`config.mk`:
```
export PLATFORM = sky130hd
export DESIGN_NAME = cpu_core_registers_flags
export DESIGN_NICKNAME = d
export VERILOG_FILES = /design/src/alu_unit.v /design/src/cpu_core_registers_flags.v /design/src/flag_unit.v
export VERILOG_INCLUDE_DIRS = /design/src
export SDC_FILE = /design/constraint.sdc
export NUM_CORES = 1
export LEC_CHECK = 0
export ABC_AREA = 0
export BUFFER_PORTS_ARGS = -buffer_cell sky130_fd_sc_hd__buf_2
export CORE_MARGIN = 5
export CORE_UTILIZATION = 53
export DETAILED_ROUTE_END_ITERATION = 8
export GPL_TIMING_DRIVEN = 0
export PLACE_DENSITY = 0.78
export SLEW_MARGIN = 20
export SYNTH_ARGS = -nofsm -noshare
export SYNTH_HDL_FRONTEND = slang
export SYNTH_SLANG_ARGS = --single-unit
```
`constraint.sdc`:
```
create_clock -name sys_clk -period 12.11 [get_ports sys_clk]
set_clock_uncertainty 0.1 [all_clocks]
set_input_delay 2.422 -clock sys_clk [delete_from_list [all_inputs] [get_ports sys_clk]]
set_output_delay 2.422 -clock sys_clk [all_outputs]
set_load 0.01 [all_outputs]
```
`src/core_regs_defines.vh`:
```
// Constants for the core register set and status flag block
`ifndef CORE_REGS_DEFINES_VH
`define CORE_REGS_DEFINES_VH

// Status flag bit positions
`define FLAG_CARRY        0
`define FLAG_ZERO         1
`define FLAG_IRQ_MASK     2
`define FLAG_DECIMAL      3
`define FLAG_BREAK        4
`define FLAG_INDEX_MODE   5
`define FLAG_OVERFLOW     6
`define FLAG_NEGATIVE     7

// Reset values
`define RESET_STATUS      8'h04
`define RESET_DATA        8'h00
`define RESET_COUNTER     16'h0000
`define RESET_STACK       8'hFF
`define RESET_MODE        8'h00

// Core mode register address and its stack page bit
`define CORE_MODE_ADDR    16'h003B
`define MODE_STACK_PAGE   2

// Stack page high bytes
`define STACK_PAGE_ZERO   8'h00
`define STACK_PAGE_ONE    8'h01

// Flag operation codes (op_code input)
`define OP_NONE           5'h00
`define OP_RAISE_CARRY    5'h01
`define OP_DROP_CARRY     5'h02
`define OP_RAISE_IRQ      5'h03
`define OP_DROP_IRQ       5'h04
`define OP_RAISE_DECIMAL  5'h05
`define OP_DROP_DECIMAL   5'h06
`define OP_RAISE_INDEX    5'h07
`define OP_DROP_INDEX     5'h08
`define OP_DROP_OVERFLOW  5'h09
`define OP_PUSH_ACC       5'h0A
`define OP_POP_ACC        5'h0B
`define OP_PUSH_STATUS    5'h0C
`define OP_POP_STATUS     5'h0D
`define OP_BIT_TEST       5'h0E
`define OP_ARITH          5'h0F
`define OP_TRANSFER       5'h10
`define OP_SHIFT          5'h11
`define OP_FAST_A         5'h12
`define OP_FAST_B         5'h13
`define OP_STOP           5'h14
`define OP_WAIT           5'h15
`define OP_INTERRUPT      5'h16
`define OP_BREAK          5'h17
`define OP_PRODUCT        5'h18
`define OP_DIVIDE         5'h19

// Register select codes for writes
`define SEL_ACC           3'h0
`define SEL_INDEX_FIRST   3'h1
`define SEL_INDEX_SECOND  3'h2
`define SEL_STACK         3'h3
`define SEL_COUNTER       3'h4
`define SEL_STATUS        3'h5

`endif

```
`src/alu_unit.v`:
```
// Arithmetic unit: binary or decimal add and subtract with flags
`timescale 1ns/1ps
`include "core_regs_defines.vh"
module alu_unit (
	// Operands
	input  wire [7:0] op_a,
	input  wire [7:0] op_b,
	input  wire       carry_in,
	input  wire       subtract,
	input  wire       decimal,
	// Results
	output reg  [7:0] result,
	output reg        carry_out,
	output reg        overflow
);
	reg [8:0] bin_sum;    // Binary sum with carry
	reg [7:0] b_eff;      // Operand, inverted for subtract
	reg [4:0] lo;         // Decimal low digit
	reg [4:0] hi;         // Decimal high digit
	reg       lo_c;       // Decimal low digit carry

	// Binary path always forms overflow; decimal corrects digits
	always @* begin
		b_eff = subtract ? ~op_b : op_b;
		bin_sum = {1'b0, op_a} + {1'b0, b_eff} + {8'h00, carry_in};
		overflow = (op_a[7] == b_eff[7]) && (bin_sum[7] != op_a[7]);
		result = bin_sum[7:0];
		carry_out = bin_sum[8];
		lo = 5'h00;
		hi = 5'h00;
		lo_c = 1'b0;
		if (decimal) begin
			// Automatic decimal correction per digit
			if (!subtract) begin
				lo = {1'b0, op_a[3:0]} + {1'b0, op_b[3:0]}
					+ {4'h0, carry_in};
				lo_c = (lo > 5'h09);
				if (lo_c)
					lo = lo + 5'h06;
				hi = {1'b0, op_a[7:4]} + {1'b0, op_b[7:4]}
					+ {4'h0, lo_c};
				carry_out = (hi > 5'h09);
				if (carry_out)
					hi = hi + 5'h06;
			end else begin
				lo = {1'b0, op_a[3:0]} - {1'b0, op_b[3:0]}
					- {4'h0, ~carry_in};
				lo_c = lo[4];
				if (lo_c)
					lo = lo - 5'h06;
				hi = {1'b0, op_a[7:4]} - {1'b0, op_b[7:4]}
					- {4'h0, lo_c};
				carry_out = ~hi[4];
				if (hi[4])
					hi = hi - 5'h06;
			end
			result = {hi[3:0], lo[3:0]};
		end
	end
endmodule // alu_unit

```
`src/cpu_core_registers_flags.v`:
```
// Programmer-visible register set and status flags of the core
// Contract
// - Eight-bit accumulator is main operand and destination
// - First index adds to operand for address
// - Second index adds to operand for address
// - Stack high byte from page select bit
// - Sixteen-bit counter from high and low bytes
// - Eight-bit status; branches test C Z V N
// - Z, V, N invalid in decimal mode
// - Bit 0 holds carry; shifts update it
// - Bit 1 set on zero result
// - Bit 2 blocks all but break interrupts
// - Bit 3 selects decimal add/subtract only
// - Bit 4 set by break, cleared otherwise
// - Bit 5 selects memory-to-memory operation
// - Bit 6 signed overflow; bit test copies
// - Bit 7 negative; bit test copies bit 7
// - Set/clear ops for C,I,D,T; clear V
// - Push and pop accumulator and status
// - Fast ops refused; stop, wait, multiply, divide
// - Page bit lives in mode register 003B
`timescale 1ns/1ps
`include "core_regs_defines.vh"
module cpu_core_registers_flags (
	// Clock and reset
	input  wire        sys_clk,
	input  wire        rst_b,
	// Operation request
	input  wire [4:0]  op_code,
	input  wire [7:0]  operand,
	input  wire        alu_subtract,
	input  wire [7:0]  shift_result,
	input  wire        shift_carry,
	// Direct register write
	input  wire        reg_write,
	input  wire [2:0]  reg_select,
	input  wire [15:0] reg_wdata,
	// Branch test
	input  wire [1:0]  branch_flag_sel,
	// Memory-side write of the core mode register
	input  wire        mem_write,
	input  wire [15:0] mem_addr,
	input  wire [7:0]  mem_wdata,
	// Interrupt request
	input  wire        irq_request,
	// Counter control
	input  wire        counter_step,
	input  wire        counter_load,
	input  wire [15:0] counter_target,
	// Register views
	output reg  [7:0]  accumulator,
	output reg  [7:0]  index_first,
	output reg  [7:0]  index_second,
	output reg  [7:0]  stack_pointer,
	output reg  [7:0]  counter_high_byte,
	output reg  [7:0]  counter_low_byte,
	output reg  [7:0]  processor_status,
	output reg  [7:0]  core_mode_register,
	// Addresses
	output reg  [15:0] stack_address,
	output reg  [7:0]  index_first_addr,
	output reg  [7:0]  index_second_addr,
	// Stack bus
	output reg         stack_write,
	output reg  [7:0]  stack_wdata,
	// Status outputs
	output reg         branch_taken,
	output reg         flags_valid,
	output reg         mem_to_mem,
	output reg         irq_taken,
	output reg         op_refused,
	output reg         core_halted,
	output reg         core_waiting
);
	wire [7:0]  alu_result;    // Adder result
	wire        alu_carry;     // Adder carry out
	wire        alu_overflow;  // Adder signed overflow
	wire [7:0]  next_flags;    // Flags after this op
	reg  [7:0]  flag_result;   // Result shown to the flag unit
	reg         flag_carry;    // Carry shown to the flag unit
	reg  [7:0]  flag_src;      // Status after interrupt handling
	reg  [4:0]  flag_op;       // Op shown to the flag unit
	reg  [7:0]  next_stack;    // Stack pointer after this op
	reg  [7:0]  stack_low;     // Stack byte address low part
	reg  [7:0]  pushed_status; // Status image written on interrupt
	reg         irq_ok;        // Interrupt request is accepted
	reg         is_break;      // Break interrupt request
	reg         branch_bit;    // Flag chosen for a branch
	reg  [15:0] counter;       // Full program counter
	reg  [7:0]  product_hi;    // Upper product byte
	reg  [15:0] product;       // Multiply product
	// Reset image of the program counter, split into bytes below
	localparam [15:0] RESET_PC = `RESET_COUNTER;

	// Shared adder on the accumulator
	alu_unit u_alu (
		.op_a      (accumulator),
		.op_b      (operand),
		.carry_in  (processor_status[`FLAG_CARRY]),
		.subtract  (alu_subtract),
		.decimal   (processor_status[`FLAG_DECIMAL]),
		.result    (alu_result),
		.carry_out (alu_carry),
		.overflow  (alu_overflow)
	);

	// Flag update logic
	flag_unit u_flags (
		.status      (flag_src),
		.op_code     (flag_op),
		.result      (flag_result),
		.carry_out   (flag_carry),
		.overflow    (alu_overflow),
		.operand     (operand),
		.pop_data    (operand),
		.next_status (next_flags)
	);

	// Interrupt acceptance, break flag image and flag unit inputs
	always @* begin
		// Break is its own interrupt source, never masked
		is_break = (op_code == `OP_BREAK);
		// Masked unless the break op raised it
		irq_ok = is_break ||
			(op_code == `OP_INTERRUPT && irq_request &&
			!processor_status[`FLAG_IRQ_MASK]);
		// Stacked image: break bit tells the handler who called
		pushed_status = processor_status;
		pushed_status[`FLAG_BREAK] = is_break;
		// An accepted interrupt masks further ones at once
		flag_src = processor_status;
		if (irq_ok)
			flag_src[`FLAG_IRQ_MASK] = 1'b1;
		// Defaults: the op itself, fed by the adder
		flag_op = op_code;
		flag_result = alu_result;
		flag_carry = alu_carry;
		// Other result sources per op
		case (op_code)
		// External shifter supplies result and carry
		`OP_SHIFT: begin
			flag_result = shift_result;
			flag_carry = shift_carry;
		end
		// Moved byte sets zero and negative
		`OP_TRANSFER, `OP_POP_ACC: flag_result = operand;
		// Zero from the masked accumulator
		`OP_BIT_TEST: flag_result = accumulator & operand;
		// Arithmetic and all others use the adder
		default: flag_result = alu_result;
		endcase
	end

	// Stack pointer movement and stack address low byte
	always @* begin
		next_stack = stack_pointer;
		// Push writes at the current pointer
		stack_low = stack_pointer;
		case (op_code)
		// Push moves down one byte
		`OP_PUSH_ACC, `OP_PUSH_STATUS:
			next_stack = stack_pointer - 8'h01;
		// Pop moves up one and reads the byte it lands on
		`OP_POP_ACC, `OP_POP_STATUS: begin
			next_stack = stack_pointer + 8'h01;
			stack_low = next_stack;
		end
		// Interrupt frame: counter bytes and status
		`OP_INTERRUPT, `OP_BREAK:
			if (irq_ok)
				next_stack = stack_pointer - 8'h03;
		// Other ops leave the stack alone
		default: next_stack = stack_pointer;
		endcase
	end

	// Branch condition select: C, Z, V, N
	always @* begin
		// Flag order of the selector: C, Z, V, N
		case (branch_flag_sel)
		2'h0: branch_bit = processor_status[`FLAG_CARRY];
		2'h1: branch_bit = processor_status[`FLAG_ZERO];
		2'h2: branch_bit = processor_status[`FLAG_OVERFLOW];
		// Selector 3: negative flag
		default: branch_bit = processor_status[`FLAG_NEGATIVE];
		endcase
		// Whole counter, seen as one word for stepping
		counter = {counter_high_byte, counter_low_byte};
		// Both operands widened so the top byte is kept
		product = {8'h00, accumulator} * {8'h00, operand};
		// Upper byte goes to the first index
		product_hi = product[15:8];
	end

	// Main register state
	always @(posedge sys_clk or negedge rst_b) begin
		if (!rst_b) begin
			// Data registers clear; stack starts at the page top
			accumulator <= `RESET_DATA;
			index_first <= `RESET_DATA;
			index_second <= `RESET_DATA;
			stack_pointer <= `RESET_STACK;
			// Counter bytes from the reset address image
			counter_high_byte <= RESET_PC[15:8];
			counter_low_byte <= RESET_PC[7:0];
			processor_status <= `RESET_STATUS;
			core_mode_register <= `RESET_MODE;
			// Stack bus idle
			stack_write <= 1'b0;
			stack_wdata <= `RESET_DATA;
			// Pulses and sticky levels low
			irq_taken <= 1'b0;
			op_refused <= 1'b0;
			core_halted <= 1'b0;
			core_waiting <= 1'b0;
		end else begin
			// Pulses last a single cycle unless set again below
			stack_write <= 1'b0;
			irq_taken <= 1'b0;
			op_refused <= 1'b0;
			// Eight register bytes held in flops
			// Status follows the flag unit every cycle without a status load
			processor_status <= next_flags;
			// Stack pointer follows pushes, pops and interrupts
			stack_pointer <= next_stack;
			// Counter advance or jump
			if (counter_load)
				// A jump wins over a step in the same cycle
				{counter_high_byte, counter_low_byte} <=
					counter_target;
			else if (counter_step)
				// Carry from the low byte ripples into the high
				{counter_high_byte, counter_low_byte} <=
					counter + 16'h0001;
			// Op effects on data registers
			case (op_code)
			// Adder result returns to the accumulator
			`OP_ARITH: accumulator <= alu_result;
			// Shifted byte from the external shifter
			`OP_SHIFT: accumulator <= shift_result;
			// Popped byte arrives on the operand bus
			`OP_POP_ACC: accumulator <= operand;
			// Accumulator goes out on the stack bus
			`OP_PUSH_ACC: begin
				stack_write <= 1'b1;
				stack_wdata <= accumulator;
			end
			// Status goes out as it stands, break bit included
			`OP_PUSH_STATUS: begin
				stack_write <= 1'b1;
				stack_wdata <= processor_status;
			end
			// Accepted interrupt stacks the status image
			`OP_INTERRUPT, `OP_BREAK: begin
				if (irq_ok) begin
					stack_write <= 1'b1;
					stack_wdata <= pushed_status;
					irq_taken <= 1'b1;
				end
				// Any interrupt op ends a wait
				core_waiting <= 1'b0;
			end
			// Fast-mode ops are not available: flag, no effect
			`OP_FAST_A, `OP_FAST_B: op_refused <= 1'b1;
			// Stop holds until the next reset
			`OP_STOP: core_halted <= 1'b1;
			// Wait holds until an interrupt op
			`OP_WAIT: core_waiting <= 1'b1;
			// Product of accumulator and operand byte
			`OP_PRODUCT: begin
				// Product high byte to first index, low to acc
				accumulator <= product[7:0];
				index_first <= product_hi;
			end
			// Divide the accumulator by the operand byte
			`OP_DIVIDE: begin
				// Quotient to acc; divide by zero leaves state
				if (operand != 8'h00)
					accumulator <= accumulator / operand;
				// Remainder to the first index, same guard
				index_first <= (operand != 8'h00) ?
					accumulator % operand : index_first;
			end
			// Flag ops and idle touch no data register
			default: op_refused <= 1'b0;
			endcase
			// Direct register loads; written last so they win
			if (reg_write) begin
				case (reg_select)
				// Byte registers take the low half of the word
				`SEL_ACC: accumulator <= reg_wdata[7:0];
				`SEL_INDEX_FIRST: index_first <= reg_wdata[7:0];
				`SEL_INDEX_SECOND: index_second <= reg_wdata[7:0];
				`SEL_STACK: stack_pointer <= reg_wdata[7:0];
				// Counter takes the whole word, high byte first
				`SEL_COUNTER:
					{counter_high_byte, counter_low_byte} <=
						reg_wdata;
				// Status load overrides the flag unit
				`SEL_STATUS: processor_status <= reg_wdata[7:0];
				// Unused select codes load nothing
				default: accumulator <= accumulator;
				endcase
			end
			// Core mode register at its memory address
			// Other addresses belong to other blocks
			if (mem_write && mem_addr == `CORE_MODE_ADDR)
				// Only its stack page bit is used here
				core_mode_register <= mem_wdata;
		end
	end

	// Registered address and status views
	always @(posedge sys_clk or negedge rst_b) begin
		if (!rst_b) begin
			// Stack page 00 with the reset stack pointer
			stack_address <= {`STACK_PAGE_ZERO, `RESET_STACK};
			// Address views start from zero
			index_first_addr <= `RESET_DATA;
			index_second_addr <= `RESET_DATA;
			branch_taken <= 1'b0;
			// Binary mode after reset, so flags are valid
			flags_valid <= 1'b1;
			mem_to_mem <= 1'b0;
		end else begin
			// Page select picks stack page 00 or 01
			stack_address <= {core_mode_register[`MODE_STACK_PAGE] ?
				`STACK_PAGE_ONE : `STACK_PAGE_ZERO,
				stack_low};
			// Indexed addresses wrap within the byte
			index_first_addr <= operand + index_first;
			index_second_addr <= operand + index_second;
			// Branch test of the chosen flag
			branch_taken <= branch_bit;
			// Zero, overflow and negative untrusted in decimal
			flags_valid <= !processor_status[`FLAG_DECIMAL];
			// Memory-to-memory mode follows the index mode flag
			mem_to_mem <= processor_status[`FLAG_INDEX_MODE];
		end
	end
endmodule // cpu_core_registers_flags

```
`src/flag_unit.v`:
```
// Next processor status from the current op and unit results
`timescale 1ns/1ps
`include "core_regs_defines.vh"
module flag_unit (
	// Current state and op
	input  wire [7:0] status,
	input  wire [4:0] op_code,
	input  wire [7:0] result,
	input  wire       carry_out,
	input  wire       overflow,
	input  wire [7:0] operand,
	input  wire [7:0] pop_data,
	// New status
	output reg  [7:0] next_status
);
	// Apply set/clear, result and test updates
	always @* begin
		next_status = status;
		case (op_code)
		`OP_RAISE_CARRY:   next_status[`FLAG_CARRY] = 1'b1;
		`OP_DROP_CARRY:    next_status[`FLAG_CARRY] = 1'b0;
		`OP_RAISE_IRQ:     next_status[`FLAG_IRQ_MASK] = 1'b1;
		`OP_DROP_IRQ:      next_status[`FLAG_IRQ_MASK] = 1'b0;
		`OP_RAISE_DECIMAL: next_status[`FLAG_DECIMAL] = 1'b1;
		`OP_DROP_DECIMAL:  next_status[`FLAG_DECIMAL] = 1'b0;
		`OP_RAISE_INDEX:   next_status[`FLAG_INDEX_MODE] = 1'b1;
		`OP_DROP_INDEX:    next_status[`FLAG_INDEX_MODE] = 1'b0;
		`OP_DROP_OVERFLOW: next_status[`FLAG_OVERFLOW] = 1'b0;
		`OP_POP_STATUS:    next_status = pop_data;
		`OP_ARITH: begin
			// Carry, zero, overflow, negative from the adder
			next_status[`FLAG_CARRY] = carry_out;
			next_status[`FLAG_ZERO] = (result == 8'h00);
			next_status[`FLAG_OVERFLOW] = overflow;
			next_status[`FLAG_NEGATIVE] = result[7];
		end
		`OP_SHIFT: begin
			// Shifts move carry and set result flags
			next_status[`FLAG_CARRY] = carry_out;
			next_status[`FLAG_ZERO] = (result == 8'h00);
			next_status[`FLAG_NEGATIVE] = result[7];
		end
		`OP_TRANSFER, `OP_POP_ACC: begin
			// Data transfer result flags
			next_status[`FLAG_ZERO] = (result == 8'h00);
			next_status[`FLAG_NEGATIVE] = result[7];
		end
		`OP_BIT_TEST: begin
			// Copy operand bits 6 and 7, zero from and with acc
			next_status[`FLAG_OVERFLOW] = operand[6];
			next_status[`FLAG_NEGATIVE] = operand[7];
			next_status[`FLAG_ZERO] = (result == 8'h00);
		end
		default: next_status = status;
		endcase
	end
endmodule // flag_unit
```
## Word-level counts from Yosys, hierarchy flattened

Index checks and enable logic that the tools add are counted.

| storage, ports and cells | value |
|---|---|
| register bits after elaboration | 105 |
| bits of input ports | 91 |
| logic and storage cells | 164 |

| operators by class | value |
|---|---|
| add/subtract/negate cells | 20 |
| multiply operators | 1 |
| div/mod/pow operators | 2 |
| order comparisons | 2 |
| equal/unequal tests | 37 |
| multiplexer cells | 53 |
| bitwise operators | 4 |
| reduce and logical (&&, ||, !) cells | 25 |

Operators by type and width:

| cell | count |
|---|---|
| 8-bit 2-to-1 mux | 22 |
| 8-bit one-hot mux with 3 select lines | 3 |
| 5-bit equality test, second input constant | 10 |
| 5-bit by 4-bit equality test with 1-bit output, second input constant | 8 |
| 8-bit one-hot mux with 5 select lines | 1 |
| 8-bit one-hot mux with 2 select lines | 2 |
| 4-bit 2-to-1 mux | 6 |
| 5-bit by 3-bit equality test with 1-bit output, second input constant | 4 |
| 16-bit by 1-bit adder with 16-bit output, second input constant | 1 |
| 8-bit adder | 2 |
| 16-bit by 6-bit equality test with 1-bit output, second input constant | 1 |
| 8-bit by 8-bit multiplier with 16-bit output | 1 |
| 1-bit one-hot mux with 3 select lines | 5 |
| 2-bit OR reduction | 7 |
| 4-bit by 4-bit adder with 5-bit output | 2 |
| 5-bit by 1-bit adder with 5-bit output | 2 |
| 5-bit by 2-bit equality test with 1-bit output, second input constant | 2 |
| 5-bit by 4-bit > comparator with 1-bit output, second input constant | 2 |
| 5-bit OR reduction | 2 |
| 4-bit by 4-bit subtractor with 5-bit output | 2 |
| 5-bit by 1-bit subtractor with 5-bit output | 2 |
| 8-bit by 8-bit adder with 9-bit output | 1 |
| 9-bit by 1-bit adder with 9-bit output | 1 |
| 1-bit 2-to-1 mux | 9 |
| 33 further kinds | 46 |

## Longest topological paths before layout

| depth | value |
|---|---|
| word-level depth | 13 |
| mapped depth | 50 |
| depth with buffers taken out | 48 |

## By module

From an unflattened synthesis, not the netlist that was laid out.

| unflattened totals | value |
|---|---|
| cells, all modules | 1419 |
| area total of the unflattened synthesis | 12015.3 sq um |

Modules (own cells, without submodules):

| module | instances | cells an instance | area each (sq um) | sequential area each (sq um) |
|---|---|---|---|---|
| cpu_core_registers_flags | 1 | 1154 | 10052.1 | 2650.0 |
| alu_unit | 1 | 195 | 1546.5 | 0.0 |
| flag_unit | 1 | 70 | 416.6 | 0.0 |

## Worst setup path before layout

OpenSTA, ideal clock, no wires.

| timing | value |
|---|---|
| kind | input to register |
| start point | input port operand[0] |
| end point | register index_first[4] |
| setup time | 82 ps |
| arrival time | 12819 ps |
| required time | 11928 ps |
| path slack | -891 ps |
| cell stages on the path | 48 |
| path buffers | 3 |
| path through | clkbuf_1 inv_1 ha_1 o21ba_2 a21oi_1 a31oi_1 ha_1 nor4b_1 nor2_1 a32o_1 ha_1 o211ai_1 a211oi_4 mux2_2 ha_1 o211ai_1 a21boi_0 o21a_1 (+12 left out) a21oi_1 ha_1 nand4_1 nor4_1 a211oi_1 o2bb2ai_1 mux2i_1 inv_1 fa_1 nand2b_1 a21oi_1 o21ai_0 a31oi_1 clkbuf_1 nand3_1 a21oi_1 a221oi_1 a31oi_1 |

| on the way | value |
|---|---|
| longest elaborated chain between the ends | 5 |
| elaborated cells on any way between the ends | 7 |
| those cells by class | 1 x mul; 1 x div; 4 x mux; 1 x reduce/logical |

Ends and longest elaborated chain:

| item | RTL line | text |
|---|---|---|
| start, declared | cpu_core_registers_flags.v:30 | `input wire [7:0] operand,` |
| 8-bit by 8-bit modulo with 8-bit output / 8-bit nonzero test (equally long branches) | cpu_core_registers_flags.v:282, cpu_core_registers_flags.v:281 |  |
| 8-bit 2-to-1 mux | cpu_core_registers_flags.v:281 | `index_first <= (operand != 8'h00) ?` |
| 8-bit one-hot mux with 2 select lines (*) | cpu_core_registers_flags.v:236 | `case (op_code)` |
| 8-bit 2-to-1 mux | cpu_core_registers_flags.v:289 | `case (reg_select)` |
| 8-bit 2-to-1 mux (*) | cpu_core_registers_flags.v:288 | `if (reg_write) begin` |
| end signal, assigned | cpu_core_registers_flags.v:273 | `index_first <= product_hi;` |
| end signal, assigned | cpu_core_registers_flags.v:281 |  |
| end signal, assigned | cpu_core_registers_flags.v:292 | `` `SEL_INDEX_FIRST: index_first <= reg_wdata[7:0]; `` |
| end, declared | cpu_core_registers_flags.v:52 | `output reg [7:0] index_first,` |

Mark *: on every way between the ends. The rest lies on a longest branch, timed or not.
A chain may end at the register's enable or synchronous reset.

## Final worst setup path

| timing | value |
|---|---|
| start point | input port operand[0] |
| end point | register index_first[2] |

The elaborated chain is that of the path after synthesis.

==> results by group <==
Power and ir drop
  – Power Dens Cells: 217 mW/mm2
  – Max IR drop VDD: 0.157 mV
  – Cell Int Power: 1.62 mW
  – Total power draw: 3.16 mW
  – Leak: 6.78 nW
  – Combinational power share: 72.8%
  – Switching share of power: 48.6%
  – Reg power frac: 17.9%
  – Net Sw Power: 1.53 mW
  – Clk network pwr share: 9.3%

STA
  – # setup viols final: 9
  – Tmin final: 12.63 ns
  – RSZ-0062 raised after global routing: yes
  – Slew of the pin with the lowest slew margin: 1.01 ns
  – Setup WS post-layout: -0.516 ns
  – Final Hold Viols: 0
  – Max Clk Rate: 79.2 MHz
  – Worst hold slack: 0.307 ns
  – Period utilization: 104%
  – Worst slew margin: 32.9%
  – Max Slew Vio Count: 0

Critical path
  – Reg2Reg Depth: 49
  – R2r setup slk: 1.29 ns
  – Critical path fanouts, max: 17
  – Biggest cell delay along the critical path: 0.38 ns
  – Worst R2R Start: accumulator[7]
  – Crit Path Class: in -> reg
  – RR Endpoint: index_first[2]
  – Critical Path AT: 12.77 ns
  – Critical Path RT: 12.25 ns
  – Cell count along the critical path: 51
  – Buf/Inv on CP: 8
  – Critical path launch point type: primary input
  – CP delay by family, top: compound AO/OA/AOI/OAI gates
  – Crit path from: operand[0]
  – Crit path max-delay cell type: a211oi_4
  – Crit path capture type: flop
  – Worst setup path endpoint: index_first[2]

Synth
  – FF+latch count, synth: 105
  – Yosys Warn Count: 0
  – Yosys cell types: 78
  – Cells after synthesis: 1396
  – Post-Syn Area: 0.0117 mm2
  – EDFF count, synth: 0
  – Avg Cell Area, Syn: 8.36 um2
  – FFs w/ async S/R, synth: 100%
  – Sequential fraction of the synthesis area: 22.7%
  – Dominant synthesized flop cell: dfrtp_1

Place
  – Post-DP HPWL: 32300 um
  – IO Port Bufs: 189
  – Routability cong.: 1.02
  – DP Area: 0.0132 mm2

Floorplan
  – Die footprint: 0.0251 mm2
  – Die width: 158 um
  – Initial Util: 53.7%
  – Cell Rows: 54
  – Core area: 0.0218 mm2
  – Die Ht: 158 um
  – I/O Pins: 203

Job
  – Max cap viols: 0

Clock tree
  – Insertion delay to the later sink of the worst-skew pair: 0.36 ns
  – Clock tree root driver cell: clkbuf_16
  – H-tree level count: 3
  – CTS buffer count: 9
  – Clock Tree Buf Depth: 2
  – Post-CTS Hold Fix Bufs: 0
  – CTS Sinks: 105
  – CTS tree: built
  – Clk slew on worst S/H paths: 0.07 ns

Drt
  – Wirelength per Cell: 22.1 um
  – Vias: 12182
  – DR iter-0 viols: 940
  – ANT nets after route: 0
  – 1st-pass router iterations: 6
  – # DRC: 0
  – DR vias/cell: 6.25
  – Final wirelength: 43100 um

Hold path
  – Hold path depth: 0
  – Worst min-delay path class: reg -> reg

Global route
  – Initial antenna violation count: 0
  – Vias in the first global route: 11608
  – Global route overflow: 0
  – Largest net degree at the start of global routing: 62
  – GRT Total Usage: 32.6%
  – First-pass GRT wire length: 63300 um

Cells and area
  – Layout fillers: 1779
  – Proportion of layout cells with a drive suffix above 1: 25.7%
  – Post-layout net count: 1930
  – Area Growth Syn to Fin: 24.6%
  – Final std cell area, no fill: 0.0146 mm2

Run status
  – Failing checks: setup timing
  – Status: finished with violations
-- registers in the layout, summed over array words and instances, names as in the netlist --
name / flops
accumulator: 8
branch_taken: 1
core_halted: 1
core_mode_register: 8
core_waiting: 1
counter_high_byte: 8
counter_low_byte: 8
flags_valid: 1
index_first: 8
index_first_addr: 8
index_second: 8
index_second_addr: 8
irq_taken: 1
mem_to_mem: 1
op_refused: 1
processor_status: 8
stack_address: 9
stack_pointer: 8
stack_wdata: 8
stack_write: 1
-- cells in the final DEF, fill, tap and decap left out, types with 16 or more instances in the layout --
cell type	n
xnor2_1	51
o21ai_0	51
buf_2	183
clkbuf_1	46
ha_1	110
inv_1	102
nor3_1	18
dfstp_2	18
nor2_1	132
a21o_1	17
dfrtp_1	87
nand3_1	25
buf_4	67
ha_4	17
mux2_2	22
a21oi_1	106
o211ai_1	18
xor2_1	47
fa_1	48
a31oi_1	16
nand2_1	142
-- worst reg2reg max path: cells and delay by family, from the launching register on --
kind,cells,cell delay (ns)
mux,3,1.02
simple gates,8,1.34
fa+ha+maj,8,2.55
buf+inv,6,0.79
compound gates,24,4.35
flops,1,0.59
-- power groups by stage --
stage / registers (mW) / clock network (mW) / logic, mW
finish: 0.566 / 0.293 / 2.30
global route: 0.577 / 0.308 / 2.49
CTS: 0.564 / 0.297 / 2.12
detailed placement: 0.569 / 0 / 1.95
global placement: 0.568 / 0 / 1.89
floorplan: 0.587 / 0 / 1.37
-- what timing repair did --
action | 4_1_cts | 5_1_grt
resized for setup | 69 | 54
setup endpoints to repair | 9 | 9
cloned | 2 | 0
pin swaps | 47 | 56
buffers inserted | 38 | 25
endpoints found under the hold margin | 0 | 0
-- area by class of cell --
class                           instances  area [um2]  area share, %
Timing Repair Buffer                  253        1540           10.6
Buffer                                 61         287           1.97
Antenna cell                            1        2.50         0.0172
Clock inverter                          5        50.0          0.344
Tap cell                              280         350           2.41
Clock buffer                           11         243           1.67
Sequential cell                       105        2650           18.2
Multi-Input combinational cell       1120        9000           61.9
Inverter                              112         427           2.93
-- per-stage QoR --
stage / setup WS [ns] / cells / TNS (ns) / utilization (%)
detailed placement: -2.08 / 1872 / -17.58 / 60.8
CTS: -0.0116 / 1926 / -0.0116 / 65.1
floorplan: -0.00534 / 1402 / -0.00534 / -
global placement: -1.90 / 1871 / -15.74 / 60.6
global route: -0.841 / 1947 / -7.23 / 66.9
finish: -0.516 / 1948 / -4.16 / 66.9
-- cells by family (layout without fill, tap and decap cells) --
| group | after synthesis | count (layout) | share of synthesized area, % |
|---|---|---|---|
| flip-flops | 105 | 105 | 22.7 |
| XOR/XNOR | 98 | 98 | 7.35 |
| AND/OR/NAND/NOR | 422 | 422 | 16.6 |
| adder cells (fa/ha/maj) | 177 | 177 | 22.1 |
| AO/OA/AOI/OAI | 366 | 366 | 20.3 |
| multiplexers | 50 | 50 | 4.84 |
| other | 1 | 8 | 0.0321 |
| buffers and inverters | 177 | 442 | 6.05 |
-- how the worst min path moves through the flow --
stage,endpoint,startpoint
after floorplan,stack_address[8],core_mode_register[2]
after CTS,stack_address[8],core_mode_register[2]
after global routing,stack_address[8],core_mode_register[2]
final,stack_address[8],core_mode_register[2]
after detailed placement,stack_address[8],core_mode_register[2]
after global placement,stack_address[8],core_mode_register[2]
-- synth_stat cells, types with 6 or more instances --
cell type,number,share of area (%)
nand2_1,145,4.7
nor2_1,135,4.3
ha_1,128,14
a21oi_1,118,5.1
inv_1,109,3.5
dfrtp_1,87,19
o21ai_0,60,2.6
xnor2_1,51,3.8
clkbuf_1,50,1.6
fa_1,49,8.4
xor2_1,47,3.5
nand3_1,29,1.2
mux2_2,28,2.7
nor3_1,22,0.94
mux2i_1,19,1.6
dfstp_2,18,4.1
o211ai_1,18,1.2
a21o_1,17,1.1
a31oi_1,17,0.91
nor2b_1,15,0.80
a22oi_1,14,0.90
nand2b_1,14,0.75
o21a_1,13,0.84
o31ai_1,13,0.84
a221oi_1,11,0.83
o21bai_1,11,0.71
and3_1,10,0.54
buf_4,9,0.58
a211o_1,8,0.60
a211oi_1,8,0.51
and2_1,8,0.43
nand4_1,8,0.43
o22ai_1,7,0.37
nand3b_1,6,0.39
or2_2,6,0.32
or3_1,6,0.32
-- metal layers --
layer / share of wire, % / track usage, % / wire length [um]
met3: 10 / 5.33 / 4360
met2: 47 / 54.9 / 20400
met5: 0 / 0 / 0
met4: 5.7 / 17.1 / 2440
met1: 37 / 40.4 / 15900
No activity file was read; power rests on OpenSTA's default activity.
